$ cat src/include/hrps_defines.svh
// Constants for the hard reset and pin state controller.
// Assumes a 100 MHz core clock; offsets are config byte addresses.
`ifndef HRPS_DEFINES_SVH
`define HRPS_DEFINES_SVH

// Timing
`define HRPS_CLK_PERIOD_NS  10
`define HRPS_SW_HOLD_NS     1000000
`define HRPS_SW_HOLD_CYC \
  ((`HRPS_SW_HOLD_NS + `HRPS_CLK_PERIOD_NS - 1) / `HRPS_CLK_PERIOD_NS)

// Config offsets
`define HRPS_OFS_ID     8'h00
`define HRPS_OFS_XCS    8'h4e
`define HRPS_OFS_RCTL   8'h50
`define HRPS_OFS_CAUSE  8'h6a

// Reset values and fields
`define HRPS_ID_VAL     8'h5a
`define HRPS_XCS_RST    8'h30
`define HRPS_XCS_RO     8'hf0
`define HRPS_XCS_INTC   0
`define HRPS_RCTL_HARD  1
`define HRPS_CAUSE_RST  8'h00
`define HRPS_CAUSE_PWR  0
`define HRPS_CAUSE_SW   1

`endif

$ cat src/include/hrps_pkg.sv
// Types for the hard reset and pin state controller.
// Used together with hrps_defines.svh.
package hrps_pkg;
  typedef enum logic [1:0] {
    HR_IDLE = 2'b00,
    HR_PWR  = 2'b01,
    HR_SW   = 2'b10
  } hrps_state_t;
endpackage : hrps_pkg
$ cat src/design/hrps_top.sv
// Hard reset sequencer, pin reset levels, test input and config regs.
// Assumes pins are asynchronous and fn_* and cfg_* are on core_clk.
//
// Behaviour
// - Shared pin is test input after reset
// - Test mode from test input and IRQs
// - Hard reset on power-good or software
// - Pins take fixed levels during hard reset
// - AEN and DACK reset levels from strap, but 0 and all ones while rst_n is low
// - Hard reset loads register defaults
// - Reserved config locations still complete cycle
// - Read-only registers ignore writes
// - Reads of write-only registers change nothing
// - Read-only bits in R/W register ignore writes
// - Write one clears, write zero keeps
// - Resets follow power-good level
// - Software hard reset holds bus reset 1 ms
`timescale 1ns/1ps
`include "hrps_defines.svh"

module hrps_top
  import hrps_pkg::*;
#(
  parameter int HOLD_CYC = `HRPS_SW_HOLD_CYC,
  parameter int IRQ_W    = 4,
  parameter int STB_W    = 4,
  parameter int CS_W     = 4,
  parameter int DACK_W   = 7
) (
  // Clock and reset
  input  wire logic              core_clk,
  input  wire logic              rst_n,
  // Asynchronous pins
  input  wire logic              power_good,
  input  wire logic              test_mode_input_n,
  input  wire logic [IRQ_W-1:0]  irq_in,
  input  wire logic [1:0]        strap_in,
  // Config access
  input  wire logic              cfg_req,
  input  wire logic              cfg_wr,
  input  wire logic [7:0]        cfg_addr,
  input  wire logic [7:0]        cfg_wdata,
  output logic                   cfg_ack,
  output logic [7:0]             cfg_rdata,
  // Normal function drive
  input  wire logic              fn_oe,
  input  wire logic [STB_W-1:0]  fn_strobe_n,
  input  wire logic [CS_W-1:0]   fn_cs_n,
  input  wire logic              fn_ale,
  input  wire logic              fn_spkr,
  input  wire logic              fn_aen,
  input  wire logic [DACK_W-1:0] fn_dack_n,
  // Reset outputs
  output logic                   processor_reset,
  output logic                   host_bus_reset_n,
  output logic                   expansion_bus_reset,
  output logic                   hard_reset_active,
  // Pin drive
  output logic                   host_bus_oe,
  output logic                   par_oe,
  output logic [STB_W-1:0]       strobe_n,
  output logic [CS_W-1:0]        cs_n,
  output logic                   addr_latch,
  output logic                   speaker,
  output logic                   aen,
  output logic [DACK_W-1:0]      dack_n,
  // Test and interrupt-controller use of the shared pin
  output logic                   test_mode_en,
  output logic [IRQ_W-1:0]       test_mode_sel,
  output logic                   intc_flush_request
);

  localparam int SW = IRQ_W + 4;
  localparam int CW = $clog2(HOLD_CYC + 1);
  localparam logic [SW-1:0] SYNC_INIT = SW'(2);  // Test pin idles high

  generate
    if (HOLD_CYC < 1 || IRQ_W < 1) begin : g_bad_param
      $error("hrps_top: HOLD_CYC and IRQ_W must be at least 1");
    end
  endgenerate

  // Three-stage synchronisers; value moves when stages two and three agree
  logic [SW-1:0] pin_raw;
  logic [SW-1:0] s1_r, s2_r, s3_r, f_r, f_nxt;
  assign pin_raw = {irq_in, strap_in, test_mode_input_n, power_good};

  genvar gi;
  generate
    for (gi = 0; gi < SW; gi++) begin : g_sync
      always_comb begin
        f_nxt[gi] = (s2_r[gi] == s3_r[gi]) ? s3_r[gi] : f_r[gi];
      end
      always_ff @(posedge core_clk or negedge rst_n) begin
        if (!rst_n) begin
          s1_r[gi] <= SYNC_INIT[gi];
          s2_r[gi] <= SYNC_INIT[gi];
          s3_r[gi] <= SYNC_INIT[gi];
          f_r[gi]  <= SYNC_INIT[gi];
        end else begin
          s1_r[gi] <= pin_raw[gi];
          s2_r[gi] <= s1_r[gi];
          s3_r[gi] <= s2_r[gi];
          f_r[gi]  <= f_nxt[gi];
        end
      end
    end
  endgenerate

  logic             pg_f, test_n_f;
  logic [1:0]       strap_f;
  logic [IRQ_W-1:0] irq_f;
  assign pg_f     = f_r[0];
  assign test_n_f = f_r[1];
  assign strap_f  = f_r[3:2];
  assign irq_f    = f_r[SW-1:4];

  // Config decode
  logic wr_xcs, wr_rctl, wr_cause, sw_req;
  assign wr_xcs   = cfg_req && cfg_wr && cfg_addr == `HRPS_OFS_XCS;
  assign wr_rctl  = cfg_req && cfg_wr && cfg_addr == `HRPS_OFS_RCTL;
  assign wr_cause = cfg_req && cfg_wr && cfg_addr == `HRPS_OFS_CAUSE;
  assign sw_req   = wr_rctl && cfg_wdata[`HRPS_RCTL_HARD];

  // Hard reset sequencer; power-good loss overrides a software hold
  hrps_state_t   st_r, st_nxt;
  logic [CW-1:0] cnt_r, cnt_nxt;
  logic          hard;
  assign hard = (st_r != HR_IDLE);

  always_comb begin
    st_nxt  = st_r;
    cnt_nxt = '0;
    unique case (st_r)
      HR_IDLE: begin
        if (!pg_f) st_nxt = HR_PWR;
        else if (sw_req) st_nxt = HR_SW;
      end
      HR_PWR: begin
        if (pg_f) st_nxt = HR_IDLE;
      end
      HR_SW: begin
        cnt_nxt = cnt_r + CW'(1);
        if (!pg_f) st_nxt = HR_PWR;
        else if (cnt_r == CW'(HOLD_CYC - 1)) st_nxt = HR_IDLE;
      end
      default: st_nxt = HR_PWR;
    endcase
  end

  always_ff @(posedge core_clk or negedge rst_n) begin
    if (!rst_n) begin
      st_r  <= HR_PWR;
      cnt_r <= '0;
    end else begin
      st_r  <= st_nxt;
      cnt_r <= cnt_nxt;
    end
  end

  // Config registers; defaults reload for the whole hard reset
  logic [7:0] xcs_r, xcs_nxt, cause_r, cause_nxt, rdata_nxt;
  logic       ack_nxt;

  always_comb begin
    xcs_nxt   = xcs_r;
    cause_nxt = cause_r;
    if (hard) begin
      xcs_nxt   = `HRPS_XCS_RST;
      cause_nxt = `HRPS_CAUSE_RST;
    end else begin
      if (wr_xcs)
        xcs_nxt = (xcs_r & `HRPS_XCS_RO) | (cfg_wdata & ~`HRPS_XCS_RO);
      if (wr_cause) cause_nxt = cause_r & ~cfg_wdata;
    end
    // Setting beats a clear in the same cycle
    if (st_r == HR_PWR && st_nxt == HR_IDLE)
      cause_nxt[`HRPS_CAUSE_PWR] = 1'b1;
    if (st_r == HR_SW && st_nxt == HR_IDLE)
      cause_nxt[`HRPS_CAUSE_SW] = 1'b1;
    // Every location answers; reserved and write-only read zero
    ack_nxt   = cfg_req;
    rdata_nxt = 8'h00;
    if (cfg_req && !cfg_wr) begin
      unique case (cfg_addr)
        `HRPS_OFS_ID:    rdata_nxt = `HRPS_ID_VAL;
        `HRPS_OFS_XCS:   rdata_nxt = xcs_r;
        `HRPS_OFS_CAUSE: rdata_nxt = cause_r;
        default:         rdata_nxt = 8'h00;
      endcase
    end
  end

  always_ff @(posedge core_clk or negedge rst_n) begin
    if (!rst_n) begin
      xcs_r     <= `HRPS_XCS_RST;
      cause_r   <= `HRPS_CAUSE_RST;
      cfg_ack   <= 1'b0;
      cfg_rdata <= 8'h00;
    end else begin
      xcs_r     <= xcs_nxt;
      cause_r   <= cause_nxt;
      cfg_ack   <= ack_nxt;
      cfg_rdata <= rdata_nxt;
    end
  end

  // Output pins; computed from next state so they move with the reset
  logic              hard_nxt, intc_mode;
  logic [STB_W-1:0]  stb_nxt;
  logic [CS_W-1:0]   cs_nxt;
  logic [DACK_W-1:0] dack_nxt;
  logic [IRQ_W-1:0]  tsel_nxt;
  logic              oe_nxt, par_nxt, ale_nxt, spk_nxt, aen_nxt;
  logic              ten_nxt, flush_nxt;
  assign intc_mode = xcs_nxt[`HRPS_XCS_INTC];

  always_comb begin
    hard_nxt  = (st_nxt != HR_IDLE);
    oe_nxt    = hard_nxt ? 1'b0 : fn_oe;
    par_nxt   = hard_nxt ? 1'b0 : fn_oe;
    stb_nxt   = hard_nxt ? '1 : fn_strobe_n;
    cs_nxt    = hard_nxt ? '1 : fn_cs_n;
    ale_nxt   = hard_nxt ? 1'b0 : fn_ale;
    spk_nxt   = hard_nxt ? 1'b0 : fn_spkr;
    aen_nxt   = hard_nxt ? strap_f[0] : fn_aen;
    dack_nxt  = hard_nxt ? {DACK_W{strap_f[1]}} : fn_dack_n;
    // Pin is the test input unless the interrupt-controller bit is set
    ten_nxt   = !intc_mode && !test_n_f;
    tsel_nxt  = ten_nxt ? irq_f : '0;
    flush_nxt = intc_mode && !test_n_f;
  end

  always_ff @(posedge core_clk or negedge rst_n) begin
    if (!rst_n) begin
      processor_reset     <= 1'b1;
      host_bus_reset_n    <= 1'b0;
      expansion_bus_reset <= 1'b1;
      hard_reset_active   <= 1'b1;
      host_bus_oe         <= 1'b0;
      par_oe              <= 1'b0;
      strobe_n            <= '1;
      cs_n                <= '1;
      addr_latch          <= 1'b0;
      speaker             <= 1'b0;
      aen                 <= 1'b0;
      dack_n              <= '1;
      test_mode_en        <= 1'b0;
      test_mode_sel       <= '0;
      intc_flush_request  <= 1'b0;
    end else begin
      processor_reset     <= hard_nxt;
      host_bus_reset_n    <= !hard_nxt;
      expansion_bus_reset <= hard_nxt;
      hard_reset_active   <= hard_nxt;
      host_bus_oe         <= oe_nxt;
      par_oe              <= par_nxt;
      strobe_n            <= stb_nxt;
      cs_n                <= cs_nxt;
      addr_latch          <= ale_nxt;
      speaker             <= spk_nxt;
      aen                 <= aen_nxt;
      dack_n              <= dack_nxt;
      test_mode_en        <= ten_nxt;
      test_mode_sel       <= tsel_nxt;
      intc_flush_request  <= flush_nxt;
    end
  end
endmodule : hrps_top

$ cat config.mk
export PLATFORM = sky130hd
export DESIGN_NAME = hrps_top
export DESIGN_NICKNAME = d
export VERILOG_FILES = /design/src/include/hrps_pkg.sv /design/src/design/hrps_top.sv
export VERILOG_INCLUDE_DIRS = /design/src /design/src/include
export SDC_FILE = /design/constraint.sdc
export NUM_CORES = 1
export LEC_CHECK = 0
export BUFFER_PORTS_ARGS = -buffer_cell sky130_fd_sc_hd__buf_2
export CAP_MARGIN = 20
export CORE_MARGIN = 10
export CORE_UTILIZATION = 42
export CTS_CLUSTER_SIZE = 12
export DETAILED_ROUTE_END_ITERATION = 8
export PLACE_DENSITY_LB_ADDON = 0.08
export SYNTH_ARGS = -nofsm -noshare
export SYNTH_HDL_FRONTEND = slang
export SYNTH_SLANG_ARGS = --single-unit
$ cat constraint.sdc
create_clock -name core_clk -period 2 [get_ports core_clk]
set_input_delay 0.3 -clock core_clk [delete_from_list [all_inputs] [get_ports core_clk]]
set_output_delay 0.3 -clock core_clk [all_outputs]
set_load 0.05 [all_outputs]
==> impl_metrics.json, run 1 <==
{
  "initial_core_util": 0.4329,
  "multi_input_area_mm2": 0.001164,
  "routed_wl_mm": 7.937,
  "drt_iter0_drc": 111,
  "critPathArrivalTime_ns": 2.14,
  "dr.pass1.iters": 5,
  "wire_per_inst_um": 15.23,
  "setup.worst_path.end_class": "flip-flop",
  "async_reset_ff_frac": 1.000,
  "max_freq_ghz": 0.5403,
  "grt_max_degree": 101,
  "viasPerCell": 4.952,
  "rsz0062_at_grt": "no",
  "dieArea_mm2": 0.01323,
  "synth_fp_nets": 344,
  "fin_tns_setup_ns": 0,
  "switching_share": 0.2970,
  "worstPathMaxFanout": 6,
  "p_leak_nw": 2.193,
  "syn-instance-count": 296,
  "antenna_cells": 0,
  "synth_top_cells_by_count": "dfrtp_1 (78), nor2_1 (23), dfstp_2 (22), nand2_1 (20), a21oi_1 (13)",
  "internal_power_mw": 2.792,
  "yosysTopAreaCellShare": 0.5145,
  "worstPathRequired_ns": 2.29,
  "cts.htree.levels": 3,
  "clkSlewWorstSetupHoldPaths_ns": 0.10,
  "status": "finished clean",
  "synthFlopType": "dfrtp_1",
  "min_path_type": "primary input to flip-flop",
  "p_seq_frac": 0.552,
  "power.density_mw_per_mm2": 841.3,
  "yosys_register_bits": 100,
  "avgSynthCellArea_um2": 12.82,
  "cts_tree": "built",
  "ff_latch_area_mm2": 0.002530,
  "hold_depth": 1,
  "clkPwrFrac": 0.319,
  "cts_made_buffers": 9,
  "setup_violations": 0,
  "p_switching_mw": 1.180,
  "dp_hpwl_mm": 5.734,
  "syn_area_mm2": 0.003794,
  "postLayoutSetupSlackWorst_ns": 0.1492,
  "pre_cts_slack_ns": 0.01156,
  "ir_drop_mv": 0.4109,
  "die_y_um": 115.0,
  "hold_viol": 0,
  "path_class": "flip-flop to flip-flop",
  "fin_skew_ns": 0.01460,
  "startpoint_type": "flip-flop",
  "nets": 456,
  "insertion_delay_ns": 0.37,
  "io_pins": 86,
  "yosysSeqAreaShare": 0.6669,
  "yosysMostFrequentCell": "dfrtp_1",
  "cap_violations": 0,
  "syn2layout_area_growth_pct": 24.44,
  "r2r_cells": 6,
  "yosys.area.top_type": "dfrtp_1",
  "fin_util": 0.5387,
  "grt_usage": 0.1210,
  "rows": 34,
  "first_global_vias": 2574,
  "grt_remaining_overflow": 0,
  "nFillCells": 769,
  "synth.area.top_cells": "dfrtp_1 (51%), dfstp_2 (15%), nor2_1 (2.3%)",
  "yosysWarnings": 0,
  "clockBufferDepth": 2,
  "die-width_um": 115.0,
  "globalplace.congestion": 0.7884,
  "cts_root_buffer": "clkbuf_8",
  "slew_headroom": 0.6550,
  "core_mm2": 0.008763,
  "io_buffers": 85,
  "finalCriticalPeriod_ns": 1.851,
  "synth_edf_count": 0,
  "clock-sinks": 100,
  "combPwrFrac": 0.129,
  "drive_above_1_share": 0.3705,
  "vias": 2580,
  "fin_crit_sh": 0.9254,
  "tightest_slew_ns": 0.5176,
  "synthDistinctLibCells": 50,
  "antenna_left": 0,
  "drv_slew": 0,
  "drc": 0,
  "grt_pass1_wl_mm": 12.87,
  "antenna_found_initial": 0
}
flip-flops by register name, indices dropped and copies added (netlist names):
signal              cells
test_n_f                1
test_mode_en            1
test_mode_sel           4
hard_reset_active       1
f_r                     6
addr_latch              1
intc_flush_request      1
strobe_n                4
cause_r                 8
cnt_r                  17
pg_f                    1
cs_n                    4
speaker                 1
par_oe                  1
dack_n                  7
cfg_ack                 1
st_r                    2
aen                     1
xcs_r                   5
s3_r                    8
host_bus_reset_n        1
s2_r                    8
cfg_rdata               8
s1_r                    8
per-stage QoR:
stage               power [mW]  hold WS [ns]  area (µm²)  cells
CTS                      4.032      0.003553        4666    515
floorplan                2.557      0.004409        3794    296
detailed placement       2.739        0.3347        4453    498
finish                   3.972       0.02902        4721    521
global placement         2.734        0.3323        4453    498
global route             4.168      0.001749        4721    521
metal layers:
layer / GRT usage / wire, µm
met1: 0.1482 / 3499
met2: 0.1888 / 3716
met3: 0.04427 / 569
met4: 0.05116 / 150
met5: 0 / 0
cells in the final DEF, fill, tap and decap left out, types with 12 or more instances in the layout:
cell      instances
a21oi_1          13
buf_2            84
buf_4            21
dfrtp_1          78
dfstp_2          22
nand2_1          20
nand2b_1         12
nor2_1           23
final timing paths:
check	from	endpoint	slack, ns
setup reg to reg	cnt_r[0]	cnt_r[16]	0.15
min in group asynchronous	rst_n	cause_r[7]	0.50
setup / recovery	cnt_r[0]	cnt_r[16]	0.15
hold reg to reg	s1_r[5]	s2_r[5]	0.35
hold / removal	irq_in[3]	s1_r[7]	0.03
max in group asynchronous	rst_n	dack_n[0]	1.08
worst max-delay path, cell delays in order, from the launching register on:
cell,delay (ns)
dfrtp_1,0.40
ha_1,0.20
and3_1,0.23
buf_4,0.17
nand4_1,0.22
or3_1,0.41
a21oi_1,0.15
layout make-up:
type,instances,area share
Sequential cell,100,0.5359
Timing Repair Buffer,111,0.1373
Clock buffer,9,0.02624
Clock inverter,7,0.01670
Inverter,11,0.008746
Tap cell,108,0.02862
Multi-Input combinational cell,175,0.2465
kinds of logic after synthesis:
family,share of synthesized area
DFF,0.6669
AOI/OAI and AO/OA,0.07915
and+or+nand+nor,0.1672
muxes,0.01055
xor gates and xnor gates,0.02540
buffers and inverters,0.02638
adders and majority gates,0.02441
power by group through the flow:
| stage | Sequential, mW | Combinational (mW) | Clock (mW) |
|---|---|---|---|
| detailed placement | 2.23 | 0.506 | 0 |
| finish | 2.19 | 0.511 | 1.27 |
| CTS | 2.20 | 0.508 | 1.33 |
| global route | 2.21 | 0.547 | 1.42 |
| global placement | 2.23 | 0.503 | 0 |
| floorplan | 2.42 | 0.134 | 0 |
what timing repair did:
| action | CTS | global route |
|---|---|---|
| setup buffers | 0 | 2 |
| hold endpoints to repair | 49 | 4 |
| hold buffers | 1 | 4 |
| resized for setup | 0 | 0 |
| setup endpoints to repair | 0 | 14 |
Power figures use the tool's default switching activity.
==> inputs of run 2 (changes only) <==
Settings changed: RECOVER_POWER set to 50.
==> impl_metrics.json, run 2 (same netlist as run 1, synthesis figures left out) <==
{
  "status": "finished clean",
  "grt_remaining_overflow": 0,
  "nFillCells": 770,
  "antenna_left": 0,
  "r2r_start": "cnt_r[0]",
  "critPathSlowestCell": "or3_1",
  "finalCriticalPeriod_ns": 1.851,
  "die-width_um": 115.0,
  "fin_tns_setup_ns": 0,
  "vias": 2573,
  "p_leak_nw": 2.184,
  "routed_wl_mm": 7.937,
  "cts_tree": "built",
  "clkSlewWorstSetupHoldPaths_ns": 0.10,
  "hold_start": "irq_in[3]",
  "largest_register_ffs": 17,
  "antenna_found_initial": 0,
  "initial_core_util": 0.4329,
  "min_path_type": "primary input to flip-flop",
  "grt_usage": 0.1210,
  "clock-sinks": 100,
  "slew_headroom": 0.1268,
  "grt_max_degree": 101,
  "combPwrFrac": 0.128,
  "syn2layout_area_growth_pct": 24.08,
  "ff_latch_area_mm2": 0.002530,
  "drc": 0,
  "critPathLaunch": "cnt_r[0]",
  "fin_crit_sh": 0.9256,
  "switching_share": 0.2972,
  "r2r_cells": 6,
  "cts_root_buffer": "clkbuf_8",
  "path_class": "flip-flop to flip-flop",
  "cts_made_buffers": 9,
  "whs_endpoint": "s1_r[7]",
  "r2r_setup_slack_ns": 0.15,
  "tightest_slew_ns": 1.310,
  "ir_drop_mv": 0.4108,
  "drive_above_1_share": 0.3656,
  "critPathArrivalTime_ns": 2.14,
  "worstPathRequired_ns": 2.29,
  "max_freq_ghz": 0.5402,
  "rows": 34,
  "insertion_delay_ns": 0.37,
  "top_register": "cnt_r",
  "dieArea_mm2": 0.01323,
  "die_y_um": 115.0,
  "viasPerCell": 4.939,
  "fin_skew_ns": 0.01455,
  "io_buffers": 85,
  "startpoint_type": "flip-flop",
  "clockBufferDepth": 2,
  "hold_depth": 1,
  "dr.pass1.iters": 5,
  "crit_chain": "ha_1 > and3_1 > buf_4 > nand4_1 > or3_1 > a21oi_1",
  "cts.htree.levels": 3,
  "final_cell_mix": "buf_2 (83), dfrtp_1 (78), nor2_1 (23)",
  "multi_input_area_mm2": 0.001164,
  "setup_violations": 0,
  "antenna_cells": 0,
  "layout_commonest_cell": "buf_2",
  "drv_slew": 0,
  "hold_viol": 0,
  "wire_per_inst_um": 15.23,
  "rsz0062_at_grt": "no",
  "nets": 456,
  "worstPathMaxFanout": 6,
  "internal_power_mw": 2.788,
  "first_global_vias": 2574,
  "clkPwrFrac": 0.320,
  "drt_iter0_drc": 113,
  "globalplace.congestion": 0.7884,
  "dp_hpwl_mm": 5.734,
  "core_mm2": 0.008763,
  "cap_violations": 0,
  "cts_resized": 0,
  "p_switching_mw": 1.179,
  "power.density_mw_per_mm2": 842.8,
  "io_pins": 86,
  "grt_pass1_wl_mm": 12.87,
  "r2r-end": "cnt_r[16]",
  "pre_cts_slack_ns": 0.01156,
  "p_seq_frac": 0.553,
  "critPathMaxStageDelay_ns": 0.41,
  "postLayoutSetupSlackWorst_ns": 0.1488,
  "setup.worst_path.end_class": "flip-flop"
}
run 2: cell count changes in the layout (fill, tap and decap cells not counted):
cell	delta
clkbuf_4	+2
buf_12	-1
buf_2	-1
buf_4	-1
clkbuf_1	+1
dfstp_1	+1
dfstp_2	-1
run 2: what timing repair did:
action	in CTS	in global routing
setup endpoints to repair	0	14
buffers inserted	0	2
hold buffers	1	4
hold endpoints to repair	49	4
run 2: worst max path at each step:
stage	endpoint	slack (ns)	cells past startpoint
6_report	cnt_r[16]	0.15	6
5_1_grt	s1_r[3]	0.05	3
4_1_cts	dack_n[2]	0.02	5
3_5_place_dp	dack_n[2]	0.01	6
3_3_place_gp	dack_n[6]	0.05	6
2_1_floorplan	dack_n[0]	0.22	7
run 2: layer usage:
metal | up-vias | wire length (µm) | track usage
li1 | 1249 | - | -
met1 | 1246 | 3510 | 0.1482
met2 | 66 | 3708 | 0.1888
met5 | - | 0 | 0
met3 | 12 | 568 | 0.04427
met4 | 0 | 150 | 0.05116
run 2: area by class of cell:
| class | instances | area share |
|---|---|---|
| Timing Repair Buffer | 111 | 0.1348 |
| Tap cell | 108 | 0.02871 |
| Inverter | 11 | 0.008772 |
| Multi-Input combinational cell | 175 | 0.2472 |
| Sequential cell | 100 | 0.5375 |
| Clock inverter | 7 | 0.01675 |
| Clock buffer | 9 | 0.02632 |
run 2: power by group through the flow:
stage / registers, mW / clock network (mW) / logic [mW]
global placement: 2.23 / 0 / 0.503
finish: 2.19 / 1.27 / 0.507
detailed placement: 2.23 / 0 / 0.506
floorplan: 2.42 / 0 / 0.134
global route: 2.21 / 1.42 / 0.543
CTS: 2.20 / 1.33 / 0.508
run 2: critical path, delay by kind of cell, from the launching register on:
| family | cells | cell delay (ns) |
|---|---|---|
| and+or+nand+nor | 3 | 0.86 |
| adders and majority gates | 1 | 0.20 |
| DFF | 1 | 0.40 |
| buffers and inverters | 1 | 0.17 |
| AOI/OAI and AO/OA | 1 | 0.15 |
run 2: metrics by stage:
stage | hold WS, ns | utilization | instance area, µm² | power (mW) | instances
after global routing | 0.001749 | 0.5371 | 4707 | 4.164 | 521
after floorplan | 0.004409 | - | 3794 | 2.557 | 296
after detailed placement | 0.3347 | 0.5081 | 4453 | 2.739 | 498
final | 0.02904 | 0.5371 | 4707 | 3.967 | 521
after global placement | 0.3323 | 0.5081 | 4453 | 2.734 | 498
after CTS | 0.003553 | 0.5324 | 4666 | 4.032 | 515
